--- src/hw/rvs_defines.vh ---
// Constants for the reset and voltage supervisor block.
// Assumes an 8-bit special-function-register bus and a 100 MHz sys_clk.
//
// How it works
// - Chip reset comes from power-on, pin, software, watchdog or undervoltage.
// - Any chip reset returns every register here to its default value.
// - After power-on the chip stays in reset about 40 ms of warm-up.
// - In Halt/Stop the power-on detector stays on only if its disable bit, the saving bit and the undervoltage disable bit are all 0.
// - The reset pin is active low; a low of two slow RC cycles is seen.
// - A configuration word bit lets the reset pin act or be ignored.
// - Writing 56h to the software command register resets; other values do not.
// - A two-bit field decides whether watchdog overflow resets the chip.
// - Watchdog counts slow RC ticks; runs in Fast/Slow, runs or stops otherwise.
// - A two-bit prescaler field selects the watchdog overflow period.
// - The watchdog clears when software sets its clear bit, and on reset.
// - A 4-bit undervoltage threshold code goes straight to the comparator.
// - Undervoltage reset disable bit: 0 enables, 1 disables the reset.
// - Enabled undervoltage reset stays on in Fast/Slow; low-power too if saving off.
// - Saving on or reset disabled turns undervoltage reset off in low-power modes.
// - Polarity bit picks whether comparator high or low sets the detect flag.
// - The live detect comparator output reads back unlatched.
// - The hysteresis bit enables comparator hysteresis when set.
// - Detect disable bit: 0 enables; detection forced off in Idle/Halt/Stop.
// - A 4-bit detect threshold code goes straight to the detect comparator.
// - Watchdog reset codes: 0x off, 10 Fast/Slow only, 11 all modes.
// - Prescaler codes 00..11 give 400, 200, 100 and 50 ms periods.
// - The watchdog clear bit returns to zero on the next clock.
`ifndef RVS_DEFINES_VH
`define RVS_DEFINES_VH

// ----------------------------------------------------------------
// Register offsets
// ----------------------------------------------------------------
`define RVS_ADDR_UVR_CTRL   8'hE3
`define RVS_ADDR_DET_CTRL   8'hE4
`define RVS_ADDR_AUX_TWO    8'hF7
`define RVS_ADDR_AUX_ONE    8'hF8
`define RVS_ADDR_OPTION     8'h94
`define RVS_ADDR_SW_CMD     8'h97

// ----------------------------------------------------------------
// Reset values and keys
// ----------------------------------------------------------------
`define RVS_UVR_CTRL_RST    6'h00
`define RVS_DET_CTRL_RST    7'h00
`define RVS_AUX_TWO_RST     8'h06
`define RVS_OPTION_RST      8'h00
`define RVS_SW_RESET_KEY    8'h56

// ----------------------------------------------------------------
// Field positions
// ----------------------------------------------------------------
`define RVS_UVR_POR_DIS     5
`define RVS_UVR_DIS         4
`define RVS_THR_MSB         3
`define RVS_DET_POL         7
`define RVS_DET_LIVE        6
`define RVS_DET_HYST        5
`define RVS_DET_DIS         4
`define RVS_AUX_WDT_MSB     7
`define RVS_AUX_WDT_LSB     6
`define RVS_AUX_SAVE        5
`define RVS_OPT_PSC_MSB     5
`define RVS_OPT_PSC_LSB     4
`define RVS_AUX_CLR_WDT     7

// ----------------------------------------------------------------
// Operating modes
// ----------------------------------------------------------------
`define RVS_MODE_FAST       3'h0
`define RVS_MODE_SLOW       3'h1
`define RVS_MODE_IDLE       3'h2
`define RVS_MODE_HALT       3'h3
`define RVS_MODE_STOP       3'h4

// ----------------------------------------------------------------
// Timing
// ----------------------------------------------------------------
`define RVS_SYS_CLK_KHZ     100000
`define RVS_WARMUP_MS       40
`define RVS_SRC_HZ          41000
`define RVS_WDT_BASE_MS     400
`define RVS_PIN_LOW_TICKS   2
`define RVS_RST_HOLD        4'h4

`endif

--- src/hw/rvs_end.v ---
`default_nettype wire

--- src/hw/rvs_pin_filter.v ---
// Reset pin synchroniser and low-length qualifier.
// Assumes src_tick is a one-cycle pulse per slow RC clock edge.
`timescale 1ns/1ps
`default_nettype none
`include "rvs_defines.vh"

module rvs_pin_filter (
  input  wire       sys_clk,
  input  wire       reset,
  input  wire       src_tick,
  input  wire       pin_n,
  output reg        pin_low_r
);

  reg        sync1_r;
  reg        sync2_r;
  reg  [1:0] low_cnt_r;

  // ----------------------------------------------------------------
  // Two stages on the slow clock, then count low ticks
  // ----------------------------------------------------------------
  always @(posedge sys_clk) begin
    if (reset) begin
      sync1_r   <= 1'b1;
      sync2_r   <= 1'b1;
      low_cnt_r <= 2'h0;
      pin_low_r <= 1'b0;
    end else if (src_tick) begin
      sync1_r <= pin_n;
      sync2_r <= sync1_r;
      if (sync2_r) begin
        low_cnt_r <= 2'h0;
        pin_low_r <= 1'b0;
      end else if (low_cnt_r == (`RVS_PIN_LOW_TICKS - 1)) begin
        pin_low_r <= 1'b1;
      end else begin
        low_cnt_r <= low_cnt_r + 2'h1;
      end
    end
  end

endmodule // rvs_pin_filter
`default_nettype wire

--- src/hw/rvs_watchdog.v ---
// Watchdog counter on slow RC ticks with selectable overflow period.
// Assumes src_tick is a one-cycle pulse per slow RC clock edge.
`timescale 1ns/1ps
`default_nettype none
`include "rvs_defines.vh"

module rvs_watchdog #(
  parameter WIDTH      = 16,
  parameter BASE_TICKS = `RVS_WDT_BASE_MS * `RVS_SRC_HZ / 1000
) (
  input  wire       sys_clk,
  input  wire       reset,
  input  wire       src_tick,
  input  wire       run,
  input  wire       clear,
  input  wire [1:0] psel,
  output reg        overflow_r
);

  reg  [WIDTH-1:0] count_r;
  wire [WIDTH-1:0] limit;

  // Each code halves the period
  assign limit = BASE_TICKS[WIDTH-1:0] >> psel;

  always @(posedge sys_clk) begin
    if (reset || clear) begin
      count_r    <= {WIDTH{1'b0}};
      overflow_r <= 1'b0;
    end else begin
      overflow_r <= 1'b0;
      if (src_tick && run) begin
        if (count_r >= limit - 1'b1) begin
          count_r    <= {WIDTH{1'b0}};
          overflow_r <= 1'b1;
        end else begin
          count_r <= count_r + 1'b1;
        end
      end
    end
  end

endmodule // rvs_watchdog
`default_nettype wire

--- src/hw/rvs_supervisor.v ---
// Reset and supply supervisor: source merge, warm-up, thresholds, registers.
// Assumes analog comparators, pin and slow RC clock are synchronous to sys_clk.
`timescale 1ns/1ps
`default_nettype none
`include "rvs_defines.vh"

module rvs_supervisor #(
  parameter WARMUP_CYCLES = `RVS_WARMUP_MS * `RVS_SYS_CLK_KHZ,
  parameter WDT_TICKS     = `RVS_WDT_BASE_MS * `RVS_SRC_HZ / 1000,
  parameter WDT_WIDTH     = 16
) (
  input  wire       sys_clk,
  input  wire       reset,
  input  wire       src_clk,
  input  wire [2:0] op_mode,
  input  wire       cfg_pin_reset_enable,
  input  wire       ext_reset_n,
  input  wire       por_detect,
  input  wire       uvr_trip,
  input  wire       detect_cmp_out,
  input  wire       detect_event_clear,
  input  wire [7:0] sfr_addr,
  input  wire       sfr_wr,
  input  wire       sfr_rd,
  input  wire [7:0] sfr_wdata,
  output reg  [7:0] sfr_rdata_r,
  output reg        chip_reset_r,
  output reg        por_enable_r,
  output reg        uvr_enable_r,
  output reg  [3:0] uvr_threshold_r,
  output reg        det_enable_r,
  output reg        det_hyst_r,
  output reg  [3:0] det_threshold_r,
  output reg        detect_event_flag_r
);

  // ----------------------------------------------------------------
  // Helpers
  // ----------------------------------------------------------------
  function is_run_mode;
    input [2:0] mode;
    begin
      is_run_mode = (mode == `RVS_MODE_FAST) || (mode == `RVS_MODE_SLOW);
    end
  endfunction

  function is_addr;
    input [7:0] addr;
    input [7:0] target;
    begin
      is_addr = (addr == target);
    end
  endfunction

  // ----------------------------------------------------------------
  // Declarations
  // ----------------------------------------------------------------
  reg  [5:0]  uvr_ctrl_r;
  reg  [6:0]  det_ctrl_r;
  reg  [7:0]  aux_two_r;
  reg  [7:0]  option_r;
  reg         wdt_clear_r;
  reg         sw_req_r;
  reg         src_prev_r;
  reg  [31:0] warm_cnt_r;
  reg  [3:0]  hold_cnt_r;
  reg         det_cond_prev_r;
  reg  [7:0]  rdata_nxt;

  wire        src_tick;
  wire        run_mode;
  wire        halt_stop;
  wire        reg_reset;
  wire        pin_low;
  wire        wdt_overflow;
  wire        wdt_run;
  wire        wdt_rst_en;
  wire        save_bit;
  wire        por_en_nxt;
  wire        uvr_en_nxt;
  wire        det_en_nxt;
  wire        det_cond;
  wire        por_req;
  wire        pin_req;
  wire        wdt_req;
  wire        uvr_req;
  wire        any_req;

  // ----------------------------------------------------------------
  // Mode decode and slow clock edge
  // ----------------------------------------------------------------
  assign src_tick  = src_clk & ~src_prev_r;
  assign run_mode  = is_run_mode(op_mode);
  assign halt_stop = (op_mode == `RVS_MODE_HALT) || (op_mode == `RVS_MODE_STOP);
  assign save_bit  = aux_two_r[`RVS_AUX_SAVE];

  // Registers fall back to defaults under any chip reset
  assign reg_reset = reset | chip_reset_r;

  always @(posedge sys_clk) begin
    if (reset) begin
      src_prev_r <= 1'b0;
    end else begin
      src_prev_r <= src_clk;
    end
  end

  // ----------------------------------------------------------------
  // Register writes
  // ----------------------------------------------------------------
  always @(posedge sys_clk) begin
    if (reg_reset) begin
      uvr_ctrl_r  <= `RVS_UVR_CTRL_RST;
      det_ctrl_r  <= `RVS_DET_CTRL_RST;
      aux_two_r   <= `RVS_AUX_TWO_RST;
      option_r    <= `RVS_OPTION_RST;
      wdt_clear_r <= 1'b0;
      sw_req_r    <= 1'b0;
    end else begin
      wdt_clear_r <= 1'b0;
      sw_req_r    <= 1'b0;
      if (sfr_wr) begin
        if (is_addr(sfr_addr, `RVS_ADDR_UVR_CTRL)) begin
          uvr_ctrl_r <= sfr_wdata[5:0];
        end
        if (is_addr(sfr_addr, `RVS_ADDR_DET_CTRL)) begin
          det_ctrl_r <= {sfr_wdata[`RVS_DET_POL], sfr_wdata[5:0]};
        end
        if (is_addr(sfr_addr, `RVS_ADDR_AUX_TWO)) begin
          aux_two_r <= sfr_wdata;
        end
        if (is_addr(sfr_addr, `RVS_ADDR_OPTION)) begin
          option_r <= sfr_wdata;
        end
        if (is_addr(sfr_addr, `RVS_ADDR_AUX_ONE)) begin
          wdt_clear_r <= sfr_wdata[`RVS_AUX_CLR_WDT];
        end
        if (is_addr(sfr_addr, `RVS_ADDR_SW_CMD)) begin
          sw_req_r <= (sfr_wdata == `RVS_SW_RESET_KEY);
        end
      end
    end
  end

  // ----------------------------------------------------------------
  // Read-back, registered; unmapped and write-only read as zero
  // ----------------------------------------------------------------
  always @* begin
    rdata_nxt = 8'h00;
    if (is_addr(sfr_addr, `RVS_ADDR_UVR_CTRL)) begin
      rdata_nxt = {2'h0, uvr_ctrl_r};
    end else if (is_addr(sfr_addr, `RVS_ADDR_DET_CTRL)) begin
      rdata_nxt = {det_ctrl_r[`RVS_DET_POL-1], detect_cmp_out, det_ctrl_r[5:0]};
    end else if (is_addr(sfr_addr, `RVS_ADDR_AUX_TWO)) begin
      rdata_nxt = aux_two_r;
    end else if (is_addr(sfr_addr, `RVS_ADDR_OPTION)) begin
      rdata_nxt = option_r;
    end else if (is_addr(sfr_addr, `RVS_ADDR_AUX_ONE)) begin
      rdata_nxt = {wdt_clear_r, 7'h00};
    end
  end

  always @(posedge sys_clk) begin
    if (reset) begin
      sfr_rdata_r <= 8'h00;
    end else if (sfr_rd) begin
      sfr_rdata_r <= rdata_nxt;
    end
  end

  // ----------------------------------------------------------------
  // Enables for the analog side
  // ----------------------------------------------------------------
  // Power-on detector always on outside Halt/Stop
  assign por_en_nxt = ~halt_stop |
                      (~uvr_ctrl_r[`RVS_UVR_POR_DIS] &
                       ~save_bit & ~uvr_ctrl_r[`RVS_UVR_DIS]);
  assign uvr_en_nxt = ~uvr_ctrl_r[`RVS_UVR_DIS] & (run_mode | ~save_bit);
  assign det_en_nxt = ~det_ctrl_r[`RVS_DET_DIS] & run_mode;

  always @(posedge sys_clk) begin
    if (reg_reset) begin
      por_enable_r    <= 1'b1;
      uvr_enable_r    <= 1'b1;
      uvr_threshold_r <= 4'h0;
      det_enable_r    <= 1'b0;
      det_hyst_r      <= 1'b0;
      det_threshold_r <= 4'h0;
    end else begin
      por_enable_r    <= por_en_nxt;
      uvr_enable_r    <= uvr_en_nxt;
      uvr_threshold_r <= uvr_ctrl_r[`RVS_THR_MSB:0];
      det_enable_r    <= det_en_nxt;
      det_hyst_r      <= det_ctrl_r[`RVS_DET_HYST];
      det_threshold_r <= det_ctrl_r[`RVS_THR_MSB:0];
    end
  end

  // ----------------------------------------------------------------
  // Detect event flag
  // ----------------------------------------------------------------
  // Polarity bit sits at index 6 of the packed copy
  assign det_cond = det_en_nxt & (detect_cmp_out ^ det_ctrl_r[`RVS_DET_POL-1]);

  always @(posedge sys_clk) begin
    if (reg_reset) begin
      det_cond_prev_r     <= 1'b0;
      detect_event_flag_r <= 1'b0;
    end else begin
      det_cond_prev_r <= det_cond;
      // Set wins over a clear in the same cycle
      if (det_cond && !det_cond_prev_r) begin
        detect_event_flag_r <= 1'b1;
      end else if (detect_event_clear) begin
        detect_event_flag_r <= 1'b0;
      end
    end
  end

  // ----------------------------------------------------------------
  // Pin and watchdog sources
  // ----------------------------------------------------------------
  // Filter is not cleared by chip reset, or a held pin would release early
  rvs_pin_filter u_pin (
    .sys_clk   (sys_clk),
    .reset     (reset),
    .src_tick  (src_tick),
    .pin_n     (ext_reset_n),
    .pin_low_r (pin_low)
  );

  assign wdt_rst_en = aux_two_r[`RVS_AUX_WDT_MSB] &
                      (aux_two_r[`RVS_AUX_WDT_LSB] | run_mode);
  // Counting in low-power modes only when the reset stays armed there
  assign wdt_run    = run_mode | (aux_two_r[`RVS_AUX_WDT_MSB] &
                                  aux_two_r[`RVS_AUX_WDT_LSB]);

  rvs_watchdog #(
    .WIDTH      (WDT_WIDTH),
    .BASE_TICKS (WDT_TICKS)
  ) u_wdt (
    .sys_clk    (sys_clk),
    .reset      (reg_reset),
    .src_tick   (src_tick),
    .run        (wdt_run),
    .clear      (wdt_clear_r),
    .psel       (option_r[`RVS_OPT_PSC_MSB:`RVS_OPT_PSC_LSB]),
    .overflow_r (wdt_overflow)
  );

  // ----------------------------------------------------------------
  // Source merge, warm-up and hold
  // ----------------------------------------------------------------
  assign por_req = por_enable_r & por_detect;
  assign pin_req = cfg_pin_reset_enable & pin_low;
  assign wdt_req = wdt_rst_en & wdt_overflow;
  assign uvr_req = uvr_enable_r & uvr_trip;
  assign any_req = por_req | pin_req | sw_req_r | wdt_req | uvr_req;

  // Warm-up restarts whenever the supply dips to a power-on event
  always @(posedge sys_clk) begin
    if (reset || por_req) begin
      warm_cnt_r <= WARMUP_CYCLES;
    end else if (warm_cnt_r != 32'h0) begin
      warm_cnt_r <= warm_cnt_r - 32'h1;
    end
  end

  // Short stretch so one-cycle sources still reset every register
  always @(posedge sys_clk) begin
    if (reset) begin
      hold_cnt_r <= `RVS_RST_HOLD;
    end else if (any_req) begin
      hold_cnt_r <= `RVS_RST_HOLD;
    end else if (hold_cnt_r != 4'h0) begin
      hold_cnt_r <= hold_cnt_r - 4'h1;
    end
  end

  always @(posedge sys_clk) begin
    if (reset) begin
      chip_reset_r <= 1'b1;
    end else begin
      chip_reset_r <= any_req | (hold_cnt_r != 4'h0) | (warm_cnt_r != 32'h0);
    end
  end

endmodule // rvs_supervisor
`default_nettype wire

--- config.mk ---
export PLATFORM = sky130hd
export DESIGN_NAME = rvs_supervisor
export DESIGN_NICKNAME = d
export VERILOG_FILES = /design/src/hw/rvs_end.v /design/src/hw/rvs_pin_filter.v /design/src/hw/rvs_watchdog.v /design/src/hw/rvs_supervisor.v
export VERILOG_INCLUDE_DIRS = /design/src /design/src/hw
export SDC_FILE = /design/constraint.sdc
export NUM_CORES = 1
export LEC_CHECK = 0
export ABC_AREA = 1
export ABC_CLOCK_PERIOD_IN_PS = 3600
export BUFFER_PORTS_ARGS = -buffer_cell sky130_fd_sc_hd__buf_2
export CAP_MARGIN = 20
export CORE_ASPECT_RATIO = 1.4
export CORE_UTILIZATION = 64
export DETAILED_ROUTE_END_ITERATION = 10
export PLACE_DENSITY = 0.89
export SLEW_MARGIN = 20
export SYNTH_ARGS = -nofsm -noshare
export SYNTH_HDL_FRONTEND = slang
export SYNTH_SLANG_ARGS = --single-unit
--- constraint.sdc ---
create_clock -name sys_clk -period 3.6 [get_ports sys_clk]
set_input_delay 0.36 -clock sys_clk [delete_from_list [all_inputs] [get_ports sys_clk]]
set_output_delay 0.36 -clock sys_clk [all_outputs]
set_load 0.01 [all_outputs]
Word level (Yosys, flattened, before mapping)
Cells that the tools add are included.
W data, S select, Z words.

word-level totals
  flip-flop bits (word level) = 113
  input port bits = 30
  output and inout port bits = 22
  logic and storage cells = 113

cells by class
  add/sub/neg operators = 5
  $lt $le $gt $ge = 1
  eq/ne operators = 12
  shift operators = 1
  muxes and demuxes = 13
  bitwise operators = 34
  reductions and logical operators = 22

operators by type and width
  cell                     count
  $eq A8 B8 Y1 const B     6
  $mux W8                  5
  $reduce_bool A32 Y1      1
  $sub A32 B1 Y32 const B  1
  $add A16 B1 Y16 const B  1
  $ge A16 B16 Y1           1
  $mux W16                 1
  $shr A15 B2 Y16 const A  1
  $sub A16 B1 Y16 const B  1
  $and A1 B1 Y1            12
  $reduce_and A2 Y1        6
  $or A1 B1 Y1             11
  $not A1 Y1               10
  $eq A8 B7 Y1 const B     1
  $reduce_or A3 Y1         2
  $mux W1                  5
  $logic_or A1 B1 Y1       4
  $mux W2                  2
  $reduce_bool A2 Y1       2
  $reduce_bool A4 Y1       1
  $reduce_or A2 Y1         2
  $sub A4 B1 Y4 const B    1
  $eq A3 B1 Y1 const B     1
  $eq A3 B2 Y1 const B     1
  8 further kinds          9

Depth between registers and ports, before layout
  word-level depth = 9
  gate-level depth with buffers = 13
  depth with buffers taken out = 12

By module
Synthesis repeated with hierarchy kept, for this count alone.

second synthesis, totals
  cells, all modules = 829
  area, all modules = 5654.2 µm²

by module, submodules not included
  module          instances  cells each  area each (µm²)  seq. area each (µm²)
  rvs_supervisor  1          633         4326.6           1821.7
  rvs_watchdog    1          167         1114.8           340.3
  rvs_pin_filter  1          29          212.7            100.1

Least setup slack after synthesis
Ideal clock, no wire load.

  path kind = reg-to-reg
  start = register option_r[5]
  end = register u_wdt.count_r[10]
  setup time = 0.114 ns
  arrival = 1.534 ns
  data required time = 3.486 ns
  slack = 1.952 ns
  cell stages (with the launch flop) = 13
  path buffers = 1
  period minus slack after synthesis = 1.648 ns
  cell sequence = dfxtp_1 -> inv_1 -> nand2_1 -> ha_1 -> nand2_1 -> nor2_1 -> and2_1 -> nand2_1 -> nand2_1 -> nand2_1 -> nand2_1 -> buf_6 -> nor2_1

between the ends
  longest elaborated chain between the ends = 4

ends and longest elaborated chain
  element                   line                  RTL
  start: declaration        rvs_supervisor.v:61   reg [7:0] option_r;
  start signal: assignment  rvs_supervisor.v:116  option_r <= `RVS_OPTION_RST;
  start signal: assignment  rvs_supervisor.v:133  option_r <= sfr_wdata;
  $shr A15 B2 Y16           rvs_watchdog.v:24     assign limit = BASE_TICKS[WIDTH-1:0] >> psel;
  $sub A16 B1 Y16           rvs_watchdog.v:33     if (count_r >= limit - 1'b1) begin
  $ge A16 B16 Y1            rvs_watchdog.v:33
  $mux W16                  rvs_watchdog.v:33
  end signal: assignment    rvs_watchdog.v:28     count_r <= {WIDTH{1'b0}};
  end signal: assignment    rvs_watchdog.v:34     count_r <= {WIDTH{1'b0}};
  end signal: assignment    rvs_watchdog.v:37     count_r <= count_r + 1'b1;
  end: declaration          rvs_watchdog.v:20     reg [WIDTH-1:0] count_r;

Every way passes these cells.
A chain may end at the register's enable or synchronous reset.

Worst setup path after layout
  start = register option_r[5]
  end = register u_wdt.count_r[1]

The elaborated chain is that of the path after synthesis.

==> impl_metrics.sql <==
INSERT INTO impl_metrics (metric_group, metric, value, unit) VALUES
('clock_network', 'cts_repair_resize_count', '0', ''),
('detailed_routing', 'drt_iter0_drc', '493', ''),
('critical_path', 'start_kind', 'register', ''),
('sta', 'rsz0062_at_grt', 'no', ''),
('logic_synthesis', 'post_synth_inst_count', '806', ''),
('global_routing', 'grt_start_max_net_pins', '27', ''),
('critical_path', 'worst-path-max-fanout', '12', ''),
('pwr', 'power.ir.vdd_worst', '444', 'uV'),
('critical_path', 'critical-path-top-cell-by-count', 'sky130_fd_sc_hd__nand2_1', ''),
('critical_path', 'cpPeakStageDelay', '0.40', 'ns'),
('pwr', 'leakagePower', '2.79', 'nW'),
('die', 'initial_utilization', '0.655', ''),
('final_layout', 'antenna_cells_inserted', '0', ''),
('hold_path', 'hold_path_class', 'in -> reg', ''),
('detailed_routing', 'post_route_drc', '0', ''),
('clock_network', 'clock-root-buffer', 'sky130_fd_sc_hd__clkbuf_16', ''),
('logic_synthesis', 'flop_and_latch_count_out_of_synthesis', '113', ''),
('die', 'dieWidth', '81.1', 'um'),
('critical_path', 'crit_required', '3.93', 'ns'),
('critical_path', 'crit_slowest_cell', 'sky130_fd_sc_hd__dfxtp_1', ''),
('run_status', 'outcome', 'complete, no violations', ''),
('logic_synthesis', 'yosysUniqueCellTypes', '42', ''),
('critical_path', 'cp_data_arrival_time', '2.48', 'ns'),
('sta', 'timing.setup.tns', '0', 'ns'),
('sta', 'final-setup-viol-count', '0', ''),
('flow_run', 'max_cap_violations', '0', ''),
('clock_network', 'clock_sinks', '113', ''),
('global_routing', 'vias_in_the_first_global_route', '5769', ''),
('pwr', 'cell_internal_power', '2.73', 'mW'),
('critical_path', 'worstSetupEndpointType', 'register', ''),
('pwr', 'power.switching', '0.719', 'mW'),
('detailed_routing', 'vias_per_cell', '5.82', ''),
('sta', 'timing.fmax', '0.464', 'GHz'),
('critical_path', 'timing.critical_path.max_delay_family', 'simple AND/OR/NAND/NOR gates', ''),
('sta', 'final_period_minus_worst_setup_slack', '2.16', 'ns'),
('die', 'placementRows', '40', ''),
('final_layout', 'fill_cells', '590', ''),
('placement', 'gp_routability_congestion', '0.947', ''),
('final_layout', 'area_growth_syn_to_layout', '18.1', '%'),
('sta', 'final_min_period_over_clock_period', '0.599', ''),
('die', 'chipHeight', '113', 'um'),
('sta', 'final-max-slew-violation-count', '0', ''),
('critical_path', 'path_cells', 'inv_1, nand2_1, ha_1, nand2_1, inv_1, nand2_1, nand2_1, a21oi_1, nand2_1, nand2_1, nand2_1, nor3_1', ''),
('die', 'ioPinCount', '52', ''),
('sta', 'timing.final.hold_violations', '0', ''),
('die', 'dieArea', '9140', 'sq um'),
('clock_network', 'number_of_buffers_on_the_longest_clock_path', '2', ''),
('clock_network', 'cts.hold.buffers_added', '0', ''),
('logic_synthesis', 'synthesis.yosys.warnings', '0', ''),
('clock_network', 'cts_setup_buffers', '0', ''),
('clock_network', 'cts_made_buffers', '17', ''),
('critical_path', 'worstSetupPathType', 'reg -> reg', ''),
('logic_synthesis', 'post_synth_instance_area', '5600', 'sq um'),
('pwr', 'power_frac_seq', '0.371', ''),
('clock_network', 'cts_tree', 'yes', ''),
('detailed_routing', 'drtPass1Iterations', '6', ''),
('detailed_routing', 'detail_route.wirelength', '15300', 'um'),
('pwr', 'p_sw_frac', '0.209', ''),
('placement', 'io_buffer_count', '51', ''),
('pwr', 'clockPowerShare', '0.578', ''),
('critical_path', 'worstPathBufferInverterCount', '2', ''),
('sta', 'max-slew-margin-rel', '0.371', ''),
('logic_synthesis', 'syn_avg_cell_area', '6.95', 'sq um'),
('pwr', 'powerDensity', '521', 'nW/um^2'),
('detailed_routing', 'drtAntennaViolNets', '0', ''),
('detailed_routing', 'vias', '5700', ''),
('global_routing', 'grt_util_all_layers', '0.365', ''),
('clock_network', 'clk_pin_slew', '0.05', 'ns'),
('final_layout', 'num-nets-final', '908', ''),
('clock_network', 'cts_htree_levels', '4', ''),
('global_routing', 'grt_pass1_wl', '25500', 'um'),
('sta', 'max_slew.worst_pin.slew', '0.941', 'ns'),
('final_layout', 'finish.utilization', '0.773', ''),
('placement', 'place_hpwl', '10500', 'um'),
('global_routing', 'antenna_found_initial', '0', ''),
('die', 'fp.coreArea', '8560', 'sq um'),
('logic_synthesis', 'yosysSeqAreaShare', '0.404', ''),
('detailed_routing', 'drt-wirelength-per-cell', '15.7', 'um'),
('clock_network', 'clk-insertion-delay-late', '0.42', 'ns'),
('pwr', 'share_comb_of_total_power', '0.051', ''),
('global_routing', 'global_route.overflow_total', '0', ''),
('final_layout', 'drive_gt1_frac', '0.134', ''),
('sta', 'worst_clock_skew', '0.00565', 'ns');
-- worst paths after layout --
kind | startpoint | to | slack [ns] | cells after the start
max reg2reg | option_r[5] | u_wdt.count_r[1] | 1.44 | 12
max | option_r[5] | u_wdt.count_r[1] | 1.44 | 12
min | detect_event_clear | detect_event_flag_r | 0.14 | 2
min reg2reg | u_pin.pin_low_r | u_pin.pin_low_r | 0.45 | 2
-- cells in the final DEF, fill, tap and decap left out, drive strengths merged --
cell and n:
bufinv 6, or2 4, nor2 145, ha 15, clkinv 3, clkbuf 23, and3 1, nand2 214
o211ai 2, a21oi 48, nor3 22, nand4 21, o21a 1, xor2 8, buf 53, conb 2
o21ai 34, o31ai 2, dfxtp 113, and2 2, o21bai 1, nor4 2, nor4b 1, clkinvlp 1
a211oi 3, xnor2 23, inv 80, nand3 45
-- state kept, by name (all words and copies together), names as in the netlist, 2 cells and up --
name and flops:
aux_two_r 8, det_ctrl_r 7, det_threshold_r 4, hold_cnt_r 4
option_r 8, sfr_rdata_r 8, u_pin.low_cnt_r 2, u_wdt.count_r 16
uvr_ctrl_r 6, uvr_threshold_r 4, warm_cnt_r 32
-- power groups by stage --
stage | sequential [mW] | combinational, mW | clock (mW)
2_1_floorplan | 1.30 | 0.110 | 0
5_1_grt | 1.28 | 0.195 | 2.04
3_3_place_gp | 1.30 | 0.159 | 0
3_5_place_dp | 1.30 | 0.165 | 0
4_1_cts | 1.28 | 0.172 | 1.99
6_report | 1.28 | 0.177 | 1.99
-- per-layer routing --
layer / global-route usage / vias up / wire length [um]
li1: - / 2695 / -
met1: 0.381 / 2625 / 5530
met2: 0.634 / 293 / 7900
met3: 0.0855 / 87 / 988
met4: 0.242 / 0 / 930
met5: 0 / - / 0
-- kinds of logic after synthesis --
group,count (synthesis),share of synthesized area
compound gates,91,0.0882
xor+xnor,31,0.0485
fa+ha+maj,15,0.0335
buf+inv,98,0.0724
flops,113,0.404
other cells,1,0.000669
simple gates,457,0.353
-- cell usage after synthesis, drive strengths merged --
cell type | number | area share
nand2 | 214 | 0.15
nor2 | 145 | 0.10
dfxtp | 113 | 0.40
inv | 80 | 0.054
a21oi | 48 | 0.044
nand3 | 45 | 0.041
o21ai | 34 | 0.031
xnor2 | 23 | 0.036
nor3 | 22 | 0.025
nand4 | 21 | 0.023
ha | 15 | 0.034
clkbuf | 9 | 0.0060
xor2 | 8 | 0.013
buf | 7 | 0.011
or2 | 4 | 0.0045
a211oi | 3 | 0.0040
and2 | 2 | 0.0027
clkinv | 2 | 0.0016
nor4 | 2 | 0.0022
o211ai | 2 | 0.0036
o31ai | 2 | 0.0027
and3 | 1 | 0.0011
conb | 1 | 0.00067
nor4b | 1 | 0.0016
o21a | 1 | 0.0013
o21bai | 1 | 0.0013
-- cell type report --
| class | count | area [sq um] | area share |
|---|---|---|---|
| inverters | 82 | 309 | 0.0467 |
| clock inverters | 8 | 196 | 0.0297 |
| well taps | 105 | 131 | 0.0199 |
| flip-flops and latches | 113 | 2260 | 0.342 |
| clock buffers | 23 | 508 | 0.0768 |
| repair buffers | 53 | 270 | 0.0409 |
| multi-input cells | 596 | 2940 | 0.444 |
-- metrics by stage --
stage / power (mW) / cell area, sq um / hold WS, ns / std cells / setup WS (ns)
6_report: 3.45 / 6620 / 0.141 / 980 / 1.44
5_1_grt: 3.52 / 6620 / 0.157 / 980 / 1.26
4_1_cts: 3.44 / 6620 / 0.154 / 980 / 1.47
3_5_place_dp: 1.47 / 5910 / 0.441 / 949 / 1.53
3_3_place_gp: 1.46 / 5910 / 0.441 / 949 / 1.61
2_1_floorplan: 1.41 / 5610 / 0.426 / 807 / 1.95
Note: power is estimated with default switching activity, not from simulation.
